**src/core/mcb_pkg.sv**
```systemverilog
// Package: constants and carrier types for the master clock and interrupt board
package mcb_pkg;

	// Clock and derived rates
	localparam int unsigned SYS_CLK_HZ = 20000000;
	localparam int unsigned CTRL_CLK_HZ = 4000000;
	localparam int unsigned SLOW_CLK_HZ = 1000000;
	localparam int unsigned STROBE_NS = 50;
	localparam int unsigned NEXT_WORD_NS = 250;
	localparam int unsigned SYS_PERIOD_NS = 1000000000 / SYS_CLK_HZ;

	// Cycle counts derived from the rates
	localparam int unsigned DIV4M = SYS_CLK_HZ / CTRL_CLK_HZ;
	localparam int unsigned DIV1M = SYS_CLK_HZ / SLOW_CLK_HZ;
	localparam int unsigned STROBE_CYC = (STROBE_NS + SYS_PERIOD_NS - 1) / SYS_PERIOD_NS;
	localparam int unsigned NEXT_WORD_CYC = (NEXT_WORD_NS + SYS_PERIOD_NS - 1) / SYS_PERIOD_NS;

	// Counter widths and limits
	localparam logic [2:0] DIV4M_LAST = 3'(DIV4M - 1);
	localparam logic [2:0] DIV4M_HALF = 3'(DIV4M / 2);
	localparam logic [4:0] DIV1M_LAST = 5'(DIV1M - 1);
	localparam logic [4:0] DIV1M_HALF = 5'(DIV1M / 2);
	localparam logic [2:0] NW_LEN = 3'(NEXT_WORD_CYC);
	localparam logic [2:0] STROBE_PHASE = 3'h0;

	// Bandwidth code: lag shift rate is 4 MHz / 2**code; code 7 gives 31.25 kHz
	localparam int BW_W = 3;
	localparam logic [BW_W-1:0] BW_RESET = 3'h0;
	localparam int LAG_DIV_W = 7;

	// Phase width of the fringe rotators
	localparam int PHASE_W = 8;

	// Correlator strobe outputs
	typedef struct packed {
		logic total_count_multiplier_strobe;
		logic [1:0] correlator_multiplier_strobes;
		logic [1:0] lag_shift_strobes;
	} mcb_strobes_t;

	// Square-wave clock outputs
	typedef struct packed {
		logic control_clock;
		logic [1:0] readout_shift_clock;
		logic total_count_clock;
		logic delay_display_clock;
	} mcb_clocks_t;

	// Host I/O bus interrupt and DMA lines
	typedef struct packed {
		logic host_interrupt_clock;
		logic interrupt_acknowledge_line;
		logic dma_input_request_b;
		logic dma_output_request_b;
		logic interrupt_taken_pulse;
		logic host_system_reset;
		logic processor_halted;
	} mcb_host_in_t;

	// Host interrupt controller states
	typedef enum logic [1:0] {
		MCB_IRQ_IDLE,
		MCB_IRQ_PENDING,
		MCB_IRQ_ACTIVE
	} mcb_irq_state_t;

endpackage

```
**src/core/mcb_master_clock.sv**
```systemverilog
// Module: master clock, next-word shaper, interrupt interlock, pulsed delay, B-C rotator
`timescale 1ns/100ps

////////////////////////////////////////////////////////////////////////////////
// Summary of operation
// [RULE1] All timing divided from 20 MHz clock
// [RULE2] Continuous 4 MHz control square wave
// [RULE3] 4 MHz readout shift square wave
// [RULE4] 1 MHz square wave for total counters
// [RULE5] Separate 1 MHz delay display square wave
// [RULE6] 50 ns 4 MHz total-count multiplier strobe
// [RULE7] Two 50 ns 4 MHz multiplier strobes
// [RULE8] Two 50 ns lag strobes, bandwidth rate
// [RULE9] Host-loaded bandwidth register picks lag rate
// [RULE10] Next-word command gives aligned 250 ns pulse
// [RULE11] Next-word pulse active low to chain
// [RULE12] 60 Hz tick sets request when enabled
// [RULE13] Next interrupt clock raises interrupt line
// [RULE14] Acknowledge clears the request flip-flop
// [RULE15] DMA pending holds interrupt, blocks clear
// [RULE16] Waiting interrupt delivered after DMA serviced
// [RULE17] Interrupt taken clears interrupt enable
// [RULE18] Host sets and clears enable anytime
// [RULE19] Reset while halted clears enable
// [RULE20] No interrupt vector driven, location zero
// [RULE21] Retard deletes, advance inserts unload pulse
// [RULE22] Each step shifts B/C by 250 ns
// [RULE23] Difference rotator phase is C minus B
module mcb_master_clock (
	input wire logic i_sys_clk,
	input wire logic i_rst_b,
	input wire logic [31:0] avs_address,
	input wire logic avs_read,
	input wire logic avs_write,
	input wire logic [31:0] avs_writedata,
	output logic [31:0] avs_readdata,
	output logic avs_waitrequest,
	input wire logic i_next_word_command,
	input wire logic i_tick_60hz,
	input wire mcb_pkg::mcb_host_in_t i_host,
	input wire logic [1:0] i_retard_pulse,
	input wire logic [1:0] i_advance_pulse,
	input wire logic [mcb_pkg::PHASE_W-1:0] i_phase_b,
	input wire logic [mcb_pkg::PHASE_W-1:0] i_phase_c,
	output mcb_pkg::mcb_clocks_t o_clocks,
	output mcb_pkg::mcb_strobes_t o_strobes,
	output logic o_readout_chain_serial_in_b,
	output logic o_interrupt_request_line,
	output logic [5:0] o_interrupt_address_select,
	output logic [1:0] o_buffer_unload_clock,
	output logic [mcb_pkg::PHASE_W-1:0] o_phase_bc
);

	// Register map (byte addresses on the Avalon slave)
	localparam logic [31:0] ADDR_BW = 32'h0000_0000;
	localparam logic [31:0] ADDR_IEN = 32'h0000_0004;
	localparam logic [31:0] ADDR_STATUS = 32'h0000_0008;
	localparam logic [31:0] ADDR_STEP = 32'h0000_000c;
	localparam logic [31:0] ADDR_CMD = 32'h0000_0010;
	localparam logic [31:0] UNMAPPED_DATA = 32'hdead_beef;

	logic [2:0] div4_reg;
	logic [4:0] div1_reg;
	logic [mcb_pkg::LAG_DIV_W-1:0] lag_reg;
	logic tick4;
	logic lag_tick;
	logic [mcb_pkg::BW_W-1:0] bw_reg;
	logic ien_sw_reg;
	logic ien_hw_reg;
	logic req_reg;
	logic int_reg;
	logic ick_d_reg;
	logic ick_rise;
	logic dma_pending;
	mcb_pkg::mcb_irq_state_t irq_state;
	logic nw_arm_reg;
	logic [2:0] nw_cnt_reg;
	logic [1:0] adv_pend_reg;
	logic [1:0] ret_pend_reg;
	logic [1:0] unload_reg;
	logic sw_next_word;
	logic [1:0] sw_retard;
	logic [1:0] sw_advance;
	logic bus_wr;
	logic bus_rd;
	logic rd_done_reg;
	logic ins_slot;
	logic [4:0] disp_div_reg;

	// Lag divider mask: bits of the prescaler that must be zero for a lag strobe
	function automatic logic [mcb_pkg::LAG_DIV_W-1:0] lag_mask(input logic [mcb_pkg::BW_W-1:0] code);
		lag_mask = mcb_pkg::LAG_DIV_W'((1 << code) - 1);
	endfunction

	// Write strobe for one register offset
	function automatic logic wr_hit(input logic wr, input logic [31:0] addr, input logic [31:0] offset);
		wr_hit = wr && (addr == offset);
	endfunction

	////////////////////////////////////////////////////////////////////////////
	// Avalon-MM slave: writes land at once, reads stall one cycle for the data
	assign avs_waitrequest = bus_rd && !rd_done_reg;
	assign bus_wr = avs_write && !avs_read;
	assign bus_rd = avs_read && !avs_write;
	assign sw_next_word = wr_hit(bus_wr, avs_address, ADDR_CMD) && avs_writedata[0];
	assign sw_retard = wr_hit(bus_wr, avs_address, ADDR_STEP) ? avs_writedata[1:0] : 2'h0;
	assign sw_advance = wr_hit(bus_wr, avs_address, ADDR_STEP) ? avs_writedata[3:2] : 2'h0;

	// Read wait flag: high in the cycle in which the captured word stands
	// Without the stall the master would take the previous read's word
	always_ff @(posedge i_sys_clk or negedge i_rst_b) begin
		if (!i_rst_b) begin
			rd_done_reg <= 1'b0;
		end else begin
			rd_done_reg <= bus_rd && !rd_done_reg;
		end
	end

	// Read data captured at the first read edge, stands at the ready edge
	always_ff @(posedge i_sys_clk or negedge i_rst_b) begin
		if (!i_rst_b) begin
			avs_readdata <= 32'h0;
		end else if (bus_rd && !rd_done_reg) begin
			case (avs_address)
				ADDR_BW: avs_readdata <= {29'h0, bw_reg};
				ADDR_IEN: avs_readdata <= {30'h0, ien_hw_reg, ien_sw_reg};
				ADDR_STATUS: avs_readdata <= {28'h0, dma_pending, int_reg, req_reg, nw_arm_reg};
				ADDR_STEP: avs_readdata <= {28'h0, adv_pend_reg, ret_pend_reg};
				ADDR_CMD: avs_readdata <= 32'h0;
				default: avs_readdata <= UNMAPPED_DATA;
			endcase
		end
	end

	// [RULE9] bandwidth register load
	always_ff @(posedge i_sys_clk or negedge i_rst_b) begin
		if (!i_rst_b) begin
			bw_reg <= mcb_pkg::BW_RESET;
		end else if (wr_hit(bus_wr, avs_address, ADDR_BW)) begin
			bw_reg <= avs_writedata[mcb_pkg::BW_W-1:0];
		end
	end

	////////////////////////////////////////////////////////////////////////////
	// [RULE1] 20 MHz dividers
	always_ff @(posedge i_sys_clk or negedge i_rst_b) begin
		if (!i_rst_b) begin
			div4_reg <= 3'h0;
			div1_reg <= 5'h0;
		end else begin
			div4_reg <= (div4_reg == mcb_pkg::DIV4M_LAST) ? 3'h0 : div4_reg + 3'h1;
			div1_reg <= (div1_reg == mcb_pkg::DIV1M_LAST) ? 5'h0 : div1_reg + 5'h1;
		end
	end

	// [RULE5] own divider for the display time base
	// Kept apart so the display can be retimed without touching the counters
	always_ff @(posedge i_sys_clk or negedge i_rst_b) begin
		if (!i_rst_b) begin
			disp_div_reg <= 5'h0;
		end else begin
			disp_div_reg <= (disp_div_reg == mcb_pkg::DIV1M_LAST) ? 5'h0 : disp_div_reg + 5'h1;
		end
	end

	// One-cycle enable once per 4 MHz period
	assign tick4 = (div4_reg == mcb_pkg::STROBE_PHASE);
	// Mid-period slot where an inserted unload pulse goes
	assign ins_slot = (div4_reg == mcb_pkg::DIV4M_HALF);

	// Lag prescaler counts 4 MHz ticks; bandwidth picks the division
	always_ff @(posedge i_sys_clk or negedge i_rst_b) begin
		if (!i_rst_b) begin
			lag_reg <= '0;
		end else if (tick4) begin
			lag_reg <= lag_reg + 1'b1;
		end
	end

	// [RULE8] lag strobe rate from bandwidth
	assign lag_tick = tick4 && ((lag_reg & lag_mask(bw_reg)) == '0);

	// [RULE2] square waves registered so no glitches reach the chassis
	always_ff @(posedge i_sys_clk or negedge i_rst_b) begin
		if (!i_rst_b) begin
			o_clocks <= '0;
		end else begin
			o_clocks.control_clock <= (div4_reg < mcb_pkg::DIV4M_HALF);
			// [RULE3] readout shift clock
			o_clocks.readout_shift_clock <= {2{div4_reg < mcb_pkg::DIV4M_HALF}};
			// [RULE4] total-count clock
			o_clocks.total_count_clock <= (div1_reg < mcb_pkg::DIV1M_HALF);
			// [RULE5] separate display time base
			o_clocks.delay_display_clock <= (disp_div_reg < mcb_pkg::DIV1M_HALF);
		end
	end

	// [RULE6] one-cycle 50 ns strobes; [RULE7] fixed 4 MHz regardless of bandwidth
	always_ff @(posedge i_sys_clk or negedge i_rst_b) begin
		if (!i_rst_b) begin
			o_strobes <= '0;
		end else begin
			o_strobes.total_count_multiplier_strobe <= tick4;
			o_strobes.correlator_multiplier_strobes <= {2{tick4}};
			o_strobes.lag_shift_strobes <= {2{lag_tick}};
		end
	end

	////////////////////////////////////////////////////////////////////////////
	// [RULE10] arm on command, start at multiplier strobe phase
	always_ff @(posedge i_sys_clk or negedge i_rst_b) begin
		if (!i_rst_b) begin
			nw_arm_reg <= 1'b0;
		end else if (i_next_word_command || sw_next_word) begin
			nw_arm_reg <= 1'b1;
		end else if (tick4 && nw_cnt_reg == 3'h0) begin
			nw_arm_reg <= 1'b0;
		end
	end

	// Width counter; a command during a pulse waits for the first strobe after the pulse ends
	always_ff @(posedge i_sys_clk or negedge i_rst_b) begin
		if (!i_rst_b) begin
			nw_cnt_reg <= 3'h0;
		end else if (nw_cnt_reg != 3'h0) begin
			nw_cnt_reg <= nw_cnt_reg - 3'h1;
		end else if (nw_arm_reg && tick4) begin
			nw_cnt_reg <= mcb_pkg::NW_LEN;
		end
	end

	// [RULE11] active low drive to readout chain
	always_ff @(posedge i_sys_clk or negedge i_rst_b) begin
		if (!i_rst_b) begin
			o_readout_chain_serial_in_b <= 1'b1;
		end else begin
			o_readout_chain_serial_in_b <= !((nw_cnt_reg > 3'h1) || (nw_arm_reg && tick4 && nw_cnt_reg == 3'h0));
		end
	end

	////////////////////////////////////////////////////////////////////////////
	// Host interrupt clock edge and DMA interlock
	// A transfer acknowledge also shows on the acknowledge line, so the
	// interlock must keep it from clearing a waiting interrupt request
	assign ick_rise = i_host.host_interrupt_clock && !ick_d_reg;
	assign dma_pending = !i_host.dma_input_request_b || !i_host.dma_output_request_b;

	always_ff @(posedge i_sys_clk or negedge i_rst_b) begin
		if (!i_rst_b) begin
			ick_d_reg <= 1'b0;
		end else begin
			ick_d_reg <= i_host.host_interrupt_clock;
		end
	end

	// Enable flip-flops: software half and hardware half
	always_ff @(posedge i_sys_clk or negedge i_rst_b) begin
		if (!i_rst_b) begin
			ien_sw_reg <= 1'b0;
			ien_hw_reg <= 1'b0;
		end else if (i_host.host_system_reset && i_host.processor_halted) begin
			// [RULE19] halted reset clears enable
			ien_sw_reg <= 1'b0;
			ien_hw_reg <= 1'b0;
		end else if (wr_hit(bus_wr, avs_address, ADDR_IEN)) begin
			// [RULE18] program sets or clears enable
			ien_sw_reg <= avs_writedata[0];
			ien_hw_reg <= avs_writedata[0];
		end else if (i_host.interrupt_taken_pulse) begin
			// [RULE17] taken pulse disables
			ien_hw_reg <= 1'b0;
		end
	end

	// Request flip-flop; a tick wins over an acknowledge in the same cycle
	always_ff @(posedge i_sys_clk or negedge i_rst_b) begin
		if (!i_rst_b) begin
			req_reg <= 1'b0;
		end else if (i_tick_60hz && ien_sw_reg && ien_hw_reg) begin
			// [RULE12] enabled tick sets request
			req_reg <= 1'b1;
		end else if (i_host.interrupt_acknowledge_line && !dma_pending) begin
			// [RULE14] acknowledge clears; [RULE15] not while DMA
			req_reg <= 1'b0;
		end
	end

	// Interrupt flip-flop, clocked by host interrupt clock edges
	always_ff @(posedge i_sys_clk or negedge i_rst_b) begin
		if (!i_rst_b) begin
			int_reg <= 1'b0;
		end else if (dma_pending) begin
			// [RULE15] held clear during DMA
			int_reg <= 1'b0;
		end else if (ick_rise) begin
			// [RULE13] set on interrupt clock; [RULE16] waiting one follows
			int_reg <= req_reg;
		end
	end

	// State view of the interlock; its ACTIVE state drives the interrupt request line
	always_comb begin
		case ({int_reg, req_reg})
			2'b01: irq_state = mcb_pkg::MCB_IRQ_PENDING;
			2'b11, 2'b10: irq_state = mcb_pkg::MCB_IRQ_ACTIVE;
			default: irq_state = mcb_pkg::MCB_IRQ_IDLE;
		endcase
	end

	assign o_interrupt_request_line = (irq_state == mcb_pkg::MCB_IRQ_ACTIVE);
	// [RULE20] no vector presented
	assign o_interrupt_address_select = 6'h00;

	////////////////////////////////////////////////////////////////////////////
	// [RULE21] pending delete per buffer, used at the next period start
	always_ff @(posedge i_sys_clk or negedge i_rst_b) begin
		if (!i_rst_b) begin
			ret_pend_reg <= 2'h0;
		end else begin
			ret_pend_reg <= (ret_pend_reg & ~{2{tick4}}) | i_retard_pulse | sw_retard;
		end
	end

	// [RULE21] pending insert per buffer, used at the mid-period slot
	// Clearing at the period start would lose a request made after mid-period
	always_ff @(posedge i_sys_clk or negedge i_rst_b) begin
		if (!i_rst_b) begin
			adv_pend_reg <= 2'h0;
		end else begin
			adv_pend_reg <= (adv_pend_reg & ~{2{ins_slot}}) | i_advance_pulse | sw_advance;
		end
	end

	// [RULE22] one 250 ns unload step: extra pulse mid-period or suppressed pulse
	always_ff @(posedge i_sys_clk or negedge i_rst_b) begin
		if (!i_rst_b) begin
			unload_reg <= 2'h0;
		end else begin
			for (int i = 0; i < 2; i++) begin
				if (tick4) begin
					unload_reg[i] <= !ret_pend_reg[i];
				end else if (ins_slot) begin
					unload_reg[i] <= adv_pend_reg[i];
				end else begin
					unload_reg[i] <= 1'b0;
				end
			end
		end
	end

	assign o_buffer_unload_clock = unload_reg;

	// [RULE23] difference rotator phase
	always_ff @(posedge i_sys_clk or negedge i_rst_b) begin
		if (!i_rst_b) begin
			o_phase_bc <= '0;
		end else begin
			o_phase_bc <= i_phase_c - i_phase_b;
		end
	end

endmodule

```
**config.mk**
```make
export PLATFORM = sky130hd
export DESIGN_NAME = mcb_master_clock
export DESIGN_NICKNAME = d
export VERILOG_FILES = /design/src/core/mcb_pkg.sv /design/src/core/mcb_master_clock.sv
export SDC_FILE = /design/constraint.sdc
export NUM_CORES = 1
export LEC_CHECK = 0
export ABC_CLOCK_PERIOD_IN_PS = 2430
export BUFFER_PORTS_ARGS = -buffer_cell sky130_fd_sc_hd__buf_2
export CAP_MARGIN = 15
export CORE_AREA = 2 2 91 93
export DETAILED_ROUTE_END_ITERATION = 10
export DIE_AREA = 0 0 93 95
export PLACE_DENSITY = 0.8
export SETUP_SLACK_MARGIN = 0.1
export SYNTH_ARGS = -nofsm -noshare
export SYNTH_HDL_FRONTEND = slang
export SYNTH_SLANG_ARGS = --single-unit
```
**constraint.sdc**
```tcl
create_clock -name i_sys_clk -period 2.43 [get_ports i_sys_clk]
set_input_delay 0.3645 -clock i_sys_clk [delete_from_list [all_inputs] [get_ports i_sys_clk]]
set_output_delay 0.3645 -clock i_sys_clk [all_outputs]
set_load 0.02 [all_outputs]
```
Word-level counts from Yosys, hierarchy flattened
Index checks and enable logic that the tools add are counted.
Word-level totals
  output and inout bits: 61
  bits in registers: 87
  logic and storage cells: 125
  memories: 0
  bits in writable memories: 0
  latch bits: 0
  ROM bits: 0
Cells by class
  bitwise logic cells: 9
  $add $sub $neg: 7
  multiply operators: 0
  shift-type cells: 1
  div/mod/pow operators: 0
  eq/ne operators: 12
  $lt $le $gt $ge: 4
  muxes and demuxes: 24
  reductions and logical operators: 42
Operators by type and width (number)
  $pmux 32 s5: 1
  $eq 32x4->1 const B: 2
  $eq 32x3->1 const B: 1
  $eq 32x5->1 const B: 1
  $logic_not 32->1: 1
  $logic_and 1x1->1: 17
  $mux 1: 15
  $add 5x1->5 const B: 2
  $eq 5x5->1 const B: 2
  $logic_not 1->1: 10
  $lt 5x4->1 const B: 2
  $mux 5: 2
  $reduce_bool 2->1: 5
  $mux 3: 3
  $or 2x2->2: 4
  $sub 8x8->8: 1
  $add 7x1->7 const B: 1
  $and 7x7->7: 1
  $logic_not 7->1: 1
  $shl 1x3->7 const A: 1
  $sub 7x2->7 const B: 1
  $eq 2x2->1 const B: 3
  $logic_not 3->1: 2
  $reduce_bool 3->1: 2
  13 further kinds: 18

Logic depth before layout (Yosys ltp)
Gate-level depths: netlist of the first run.
  word-level depth: 6
  gate-level depth with buffers: 7
  gate-level depth less buffers: 7

Worst setup path before layout of the first run
Ideal clock, no wire load.
  path kind: input port to flip-flop
  start: input port avs_write
  end: register avs_readdata[2]
  required time: 2.304 ns
  library setup time: 0.126 ns
  cell stages on the path: 4
  buffers on the path: 0
  slack: 0.619 ns
  arrival: 1.685 ns
  path through: nor3b_2 nand2_1 or3_4 o32a_1
Between the ends
  word-level cells in the longest chain between the ends: 3
RTL lines
  start, declared: line mcb_master_clock.sv:34  | input wire logic avs_write,
  $logic_not 1->1: line mcb_master_clock.sv:104  | assign bus_rd = avs_read && !avs_write;
  $logic_and 1x1->1: line mcb_master_clock.sv:104
  $logic_and 1x1->1: line mcb_master_clock.sv:123  | end else if (bus_rd && !rd_done_reg) begin
  end signal, assigned: line mcb_master_clock.sv:125  | ADDR_BW: avs_readdata <= {29'h0, bw_reg};
  end signal, assigned: line mcb_master_clock.sv:126  | ADDR_IEN: avs_readdata <= {30'h0, ien_hw_reg, ien_sw_reg};
  end signal, assigned: line mcb_master_clock.sv:127  | ADDR_STATUS: avs_readdata <= {28'h0, dma_pending, int_reg, req_reg, nw_arm_reg};
  end, declared: line mcb_master_clock.sv:36  | output logic [31:0] avs_readdata,
No other way between the ends.
A chain may end at the register's enable or synchronous reset.

Final worst setup path of the first run
  start: register div4_reg[0]
  end: register lag_reg[5] in the netlist's numbering
Between the ends
  word-level cells in the longest chain between the ends: 1
RTL lines
  start, declared: line mcb_master_clock.sv:62  | logic [2:0] div4_reg;
  start signal, assigned: line mcb_master_clock.sv:151  | div4_reg <= (div4_reg == mcb_pkg::DIV4M_LAST) ? 3'h0 : div4_reg + 3'h1;
  $logic_not 3->1: line mcb_master_clock.sv:167  | assign tick4 = (div4_reg == mcb_pkg::STROBE_PHASE);
  via tick4: line mcb_master_clock.sv:65  | logic tick4;
  end signal, assigned: line mcb_master_clock.sv:176  | lag_reg <= lag_reg + 1'b1;
  end, declared: line mcb_master_clock.sv:64  | logic [mcb_pkg::LAG_DIV_W-1:0] lag_reg;
The timed path passes the listed nets, and every way through them passes these cells.

==> metrics.md, run 1 <==
| Metric | Value |
|---|---|
| Initial antenna violation count | `0` |
| WP data arrival | `2.03 ns` |
| Skew final | `0.00800 ns` |
| Hold crit path type | `input port to asynchronous set/reset pin` |
| Remaining DRCs | `0` |
| Vias in the first global route | `2,484` |
| Later-pin clock latency in the skew report | `0.33 ns` |
| Outcome | `finished clean` |
| PwrDens | `641 nW/µm²` |
| Top cell family by delay on the critical path | `simple AND/OR/NAND/NOR gates` |
| GPL Wtd Cong | `0.866` |
| Worst r2r dst | `lag_reg[5]` |
| EDFF count, synth | `0` |
| Crit path required time | `2.69 ns` |
| Top FF cell, synth | `dfrtp_1` |
| DP HPWL | `5280 µm` |
| Die X | `93 µm` |
| Final cell count without fillers | `513` |
| Yosys warning total | `0` |
| # port buffers | `115` |
| Post-synthesis sequential area ratio | `0.451` |
| Post-CTS Setup Inserts | `0` |
| TritonCTS buffer count | `9` |
| Worst-margin pin slew | `0.681 ns` |
| Die footprint | `8840 µm²` |
| Crit Path Max Fanout | `9` |
| CTS tree | `yes` |
| Worst reg2reg path startpoint | `div4_reg[0]` |
| Buffers and inverters on the worst path | `2` |
| Cells after Synth | `304` |
| Worst reg-to-reg setup slack | `0.65 ns` |
| Layout area overhead | `22.5%` |
| CP max-delay cell | `dfrtp_1` |
| Synth async-reset ratio | `1.00` |
| Placed insts | `497` |
| Rel. slew slack | `0.546` |
| Register bit total from synthesis | `58` |
| Slew Limit Fails | `0` |
| Endpoints failing hold | `0` |
| Pre-antenna DRT Iters | `4` |
| Drt total wl | `6580 µm` |
| P_leak | `1.83 nW` |
| Crit path launch type | `register` |
| Routed len/inst | `12.8 µm` |
| Total GRT Usage | `0.155` |
| Max incr delay on CP | `0.38 ns` |
| RSZ-0062 raised after global routing | `no` |
| Clock-pin slew on the worst setup and hold paths | `0.07 ns` |
| Site row count | `33` |
| Setup TNS | `0 ns` |
| Overall Power | `2.53 mW` |
| Mapped Area | `3220 µm²` |
| Worst reg2reg path depth | `7` |
| DRT iter0 DRCs | `75` |
| Clk root buf | `clkbuf_8` |
| Final setup viols | `0` |
| Starting Density | `0.406` |
| Core area | `7930 µm²` |
| Share of layout cells above drive strength 1 | `0.370` |
| Final nets | `515` |
| Vias per inst | `4.88` |
| Cell Chain, Critical Path | `inv_1 > ha_1 > nand2b_1 > clkinv_1 > and4_1 > nand3_1 > xnor2_1` |
| Fmax | `563 MHz` |
| CP Capture Type | `register` |
| Clock buffer depth | `2` |
| Period minus WS final | `1.78 ns` |
| Top Ports | `158` |
| Sink Count | `58` |
| Fin util | `0.498` |
| Ant diodes | `0` |
| Distinct cells, synth | `56` |
| Final Cycle Share | `0.731` |
| Worst IR drop on VDD | `0.000259 V` |
| H-tree depth | `3` |
| Remaining Overflow, GRT | `0` |
| Post-cts resize count | `0` |
| First-pass GRT wire length | `10,700 µm` |
| WHS | `0.0671 ns` |
| Largest net degree at the start of global routing | `31` |
| WS Path Type | `register to register` |
| Via count | `2,503` |
| Number of routed nets with antenna violations | `0` |
| Die Height | `95 µm` |
| Synthesized area per cell | `10.6 µm²` |
| Hold buffers post-CTS | `0` |
| Largest register FFs | `8` |
| Number of max-cap violations | `0` |
==> how the worst max path moves through the flow <==
| stage | startpoint | to | cells past startpoint |
|---|---|---|---|
| after detailed placement | avs_address[13] | bw_reg[1] | 5 |
| after floorplan | avs_write | avs_readdata[2] | 4 |
| after global routing | div4_reg[0] | lag_reg[6] | 7 |
| after CTS | div4_reg[0] | lag_reg[5] | 7 |
| after global placement | avs_address[13] | bw_reg[1] | 5 |
| final | div4_reg[0] | lag_reg[5] | 7 |
==> where the power goes <==
part | leakage (nW) | internal (mW) | switching (mW) | total, mW
registers | 0.686 | 1.03 | 0.0310 | 1.06
logic | 1.03 | 0.172 | 0.227 | 0.399
clock network | 0.111 | 0.678 | 0.388 | 1.07
==> cell usage after synthesis, types with 2 or more instances <==
master,number,area share
o22a_1,3,0.0082
nor4_4,3,0.020
nand2b_1,6,0.012
ha_1,14,0.054
dfrtp_1,57,0.44
mux2_2,6,0.021
buf_4,38,0.089
o21ai_0,11,0.017
clkbuf_1,4,0.0047
xor2_1,3,0.0082
nor3_1,4,0.0062
a22o_1,2,0.0054
o21a_1,2,0.0047
xnor2_1,10,0.027
nor2_1,19,0.022
a21boi_0,2,0.0047
inv_1,18,0.021
nor3b_1,4,0.0093
nor4b_1,2,0.0054
mux4_2,2,0.014
nor4_1,5,0.0097
a221oi_1,2,0.0054
nand2_1,19,0.022
nand3_1,9,0.014
nand4_1,4,0.0078
a21oi_1,11,0.017
mux2i_1,7,0.022
nand3b_1,4,0.0093
nor2b_1,6,0.012
==> cells in the final DEF (no fill, tap or decap), types with 5 or more instances in the layout <==
cell      instances
a21oi_1          11
buf_2           115
clkbuf_8          9
conb_1           14
dfrtp_1          57
ha_1             14
inv_1            18
mux2_2            6
mux2i_1           7
nand2_1          19
nand2b_1          6
nand3_1           9
nor2_1           19
nor2b_1           6
nor4_1            5
o21ai_0          11
xnor2_1          10
==> metal layers <==
metal  GRT usage  vias to the layer above  part of all wire
met5           0                        -                 0
met3      0.0615                        4             0.094
li1            -                     1213                 -
met1       0.160                     1181              0.38
met2       0.296                      105              0.52
met4      0.0343                        0            0.0055
==> cell type report <==
class	count	area, µm²
fill	735	3980
sequential	58	1450
multi-input combinational	198	1450
timing repair buffer	117	603
tap	105	131
clock buffer	9	124
clock inverter	7	118
inverter	19	71.3
==> metrics by stage <==
| step | cell area [µm²] | setup WS (ns) |
|---|---|---|
| after floorplan | 3270 | 0.619 |
| after global placement | 3700 | 0.388 |
| after detailed placement | 3700 | 0.343 |
| after CTS | 3950 | 0.648 |
| after global routing | 3950 | 0.452 |
| final | 3950 | 0.653 |
==> cells by family (layout without fill, tap and decap cells) <==
kind of cell               after synthesis  count (layout)  synth area share
buffers and inverters                   61             152             0.115
other                                    1              14           0.00116
muxes                                   16              16            0.0602
xor gates and xnor gates                13              13            0.0354
adders and majority gates               15              15            0.0606
AOI/OAI and AO/OA                       44              44            0.0909
and+or+nand+nor                         96              96             0.185
DFF                                     58              58             0.451
Note: power is estimated with default switching activity, not from simulation.
==> run 2, diff against run 1 <==
- ABC_CLOCK_PERIOD_IN_PS: 2430 -> 1800
- clock period: 2.43 -> 1.8 ns (I/O delays scaled with it)
==> metrics.md, run 2 (same netlist as run 1, synthesis figures left out) <==
| Metric | Value |
|---|---|
| Die footprint | `8840 µm² (unchanged)` |
| Clk root buf | `clkbuf_8 (unchanged)` |
| GPL Wtd Cong | `0.849 (was 0.866)` |
| Fmax | `657 MHz (was 563 MHz)` |
| Worst IR drop on VDD | `0.000387 V (was 0.000259 V)` |
| Vias per inst | `4.82 (was 4.88)` |
| Area after DPL | `3780 µm² (was 3700 µm²)` |
| Later-pin clock latency in the skew report | `0.34 ns (was 0.33 ns)` |
| Die Height | `95 µm (unchanged)` |
| Fin util | `0.502 (was 0.498)` |
| Overall Power | `3.16 mW (was 2.53 mW)` |
| Site row count | `33 (unchanged)` |
| Starting Density | `0.406 (unchanged)` |
| Fillers | `768 (was 735)` |
| Ant diodes | `0 (unchanged)` |
| Slew Limit Fails | `0 (unchanged)` |
| Worst reg2reg path startpoint | `div4_reg[0] (unchanged)` |
| Commonest non-fill, non-tap cell in the layout | `buf_2 (unchanged)` |
| Hold path start | `i_host[6]` |
| CP Capture Type | `register (unchanged)` |
| Clock-pin slew on the worst setup and hold paths | `0.06 ns (was 0.07 ns)` |
| CP max-delay cell | `dfrtp_1 (unchanged)` |
| Layout area overhead | `23.7% (was 22.5%)` |
| Beginning of the critical path | `div4_reg[0] (unchanged)` |
| # port buffers | `115 (unchanged)` |
| WHS | `0.0536 ns (was 0.0671 ns)` |
| Final cell count without fillers | `523 (was 513)` |
| H-tree depth | `3 (unchanged)` |
| Core area | `7930 µm² (unchanged)` |
| Number of routed nets with antenna violations | `0 (unchanged)` |
| CTS tree | `yes (unchanged)` |
| Initial antenna violation count | `0 (unchanged)` |
| Total GRT Usage | `0.159 (was 0.155)` |
| Number of max-cap violations | `0 (unchanged)` |
| Outcome | `finished clean (unchanged)` |
| Setup slack after layout | `0.277 ns (was 0.653 ns)` |
| Max incr delay on CP | `0.40 ns (was 0.38 ns)` |
| Final nets | `525 (was 515)` |
| Endpoints failing hold | `0 (unchanged)` |
| Final setup viols | `0 (unchanged)` |
| Sink Count | `58 (unchanged)` |
| Die X | `93 µm (unchanged)` |
| Most common cell on crit path | `nand2b_1` |
| TritonCTS buffer count | `9 (unchanged)` |
| Setup WS pre-CTS | `-0.0438 ns (was 0.343 ns)` |
| Share of layout cells above drive strength 1 | `0.380 (was 0.370)` |
| WS Path Type | `register to register (unchanged)` |
| Largest net degree at the start of global routing | `59 (was 31)` |
| Remaining DRCs | `0 (unchanged)` |
| Clock buffer depth | `2 (unchanged)` |
| Top Ports | `158 (unchanged)` |
| Most frequent cells in the layout | `115 x buf_2, 57 x dfrtp_1, 19 x nor2_1, 19 x nand2_1, 18 x inv_1 (unchanged)` |
| Skew final | `0.0137 ns (was 0.00800 ns)` |
| First-pass GRT wire length | `10,800 µm (was 10,700 µm)` |
| Vias in the first global route | `2,479 (was 2,484)` |
| Hold crit path type | `input port to register (was input port to asynchronous set/reset pin)` |
| Largest register FFs | `8 (unchanged)` |
| DRT iter0 DRCs | `58 (was 75)` |
| PwrDens | `794 nW/µm² (was 641 nW/µm²)` |
| WP data arrival | `1.74 ns (was 2.03 ns)` |
| DP HPWL | `5350 µm (was 5280 µm)` |
| RSZ-0062 raised after global routing | `no (unchanged)` |
| Drt total wl | `6770 µm (was 6580 µm)` |
| Placed insts | `506 (was 497)` |
| Remaining Overflow, GRT | `0 (unchanged)` |
| Crit Path Max Fanout | `4 (was 9)` |
| Final Cycle Share | `0.846 (was 0.731)` |
| Period minus WS final | `1.52 ns (was 1.78 ns)` |
| Cell Chain, Critical Path | `inv_1 > ha_1 > nand2b_1 > o21ai_1 > nand2b_1 > mux2_2 (was inv_1 > ha_1 > nand2b_1 > clkinv_1 > and4_1 > nand3_1 > xnor2_1)` |
| Crit path required time | `2.02 ns (was 2.69 ns)` |
| Post-cts resize count | `0 (unchanged)` |
| Final instance area | `3980 µm² (was 3950 µm²)` |
| Setup TNS | `0 ns (unchanged)` |
| Crit path launch type | `register (unchanged)` |
| Pre-antenna DRT Iters | `4 (unchanged)` |
| Via count | `2,520 (was 2,503)` |
| Routed len/inst | `12.9 µm (was 12.8 µm)` |
| P_leak | `1.87 nW (was 1.83 nW)` |
run 2: worst paths after layout:
kind | slack, ns | cells after the start | endpoint
max | 0.28 | 6 | nw_cnt_reg[1]
min reg2reg | 0.41 | 1 | o_readout_chain_serial_in_b
max in group asynchronous | 1.05 | 3 | o_readout_chain_serial_in_b
min | 0.05 | 1 | ick_d_reg
min in group asynchronous | 0.47 | 3 | o_strobes[2]
max reg2reg | 0.28 | 6 | nw_cnt_reg[1]
run 2: layer usage:
| layer | part of all wire | vias up | global-route usage |
|---|---|---|---|
| met3 | 0.081 | 12 | 0.0527 |
| met2 | 0.51 | 101 | 0.294 |
| li1 | - | 1229 | - |
| met1 | 0.39 | 1178 | 0.169 |
| met5 | 0 | - | 0 |
| met4 | 0.014 | 0 | 0.0588 |
run 2: report_power, final:
group,internal (mW),switching (mW),total [mW]
combinational,0.241,0.308,0.549
clock,0.672,0.502,1.17
sequential,1.40,0.0428,1.44
run 2: cell type report:
cell class	count	area [µm²]	share of cell area
clock buffers	11	141	0.0355
inverters	19	71.3	0.0179
repair buffers	127	681	0.171
multi-input cells	198	1450	0.364
clock inverters	5	53.8	0.0135
flip-flops and latches	58	1450	0.365
well taps	105	131	0.0330
run 2: timing repair:
action,CTS,global route
hold endpoints to repair,57,0
hold buffers,1,0
setup buffers,0,0
run 2: worst max-delay path: cells and delay by family, from the launching register on:
family	cells	cell delay, ns
AO/OA/AOI/OAI	1	0.25
adder cells (fa/ha/maj)	1	0.18
buffers and inverters	1	0.10
flip-flops	1	0.40
multiplexers	1	0.27
AND/OR/NAND/NOR	2	0.21
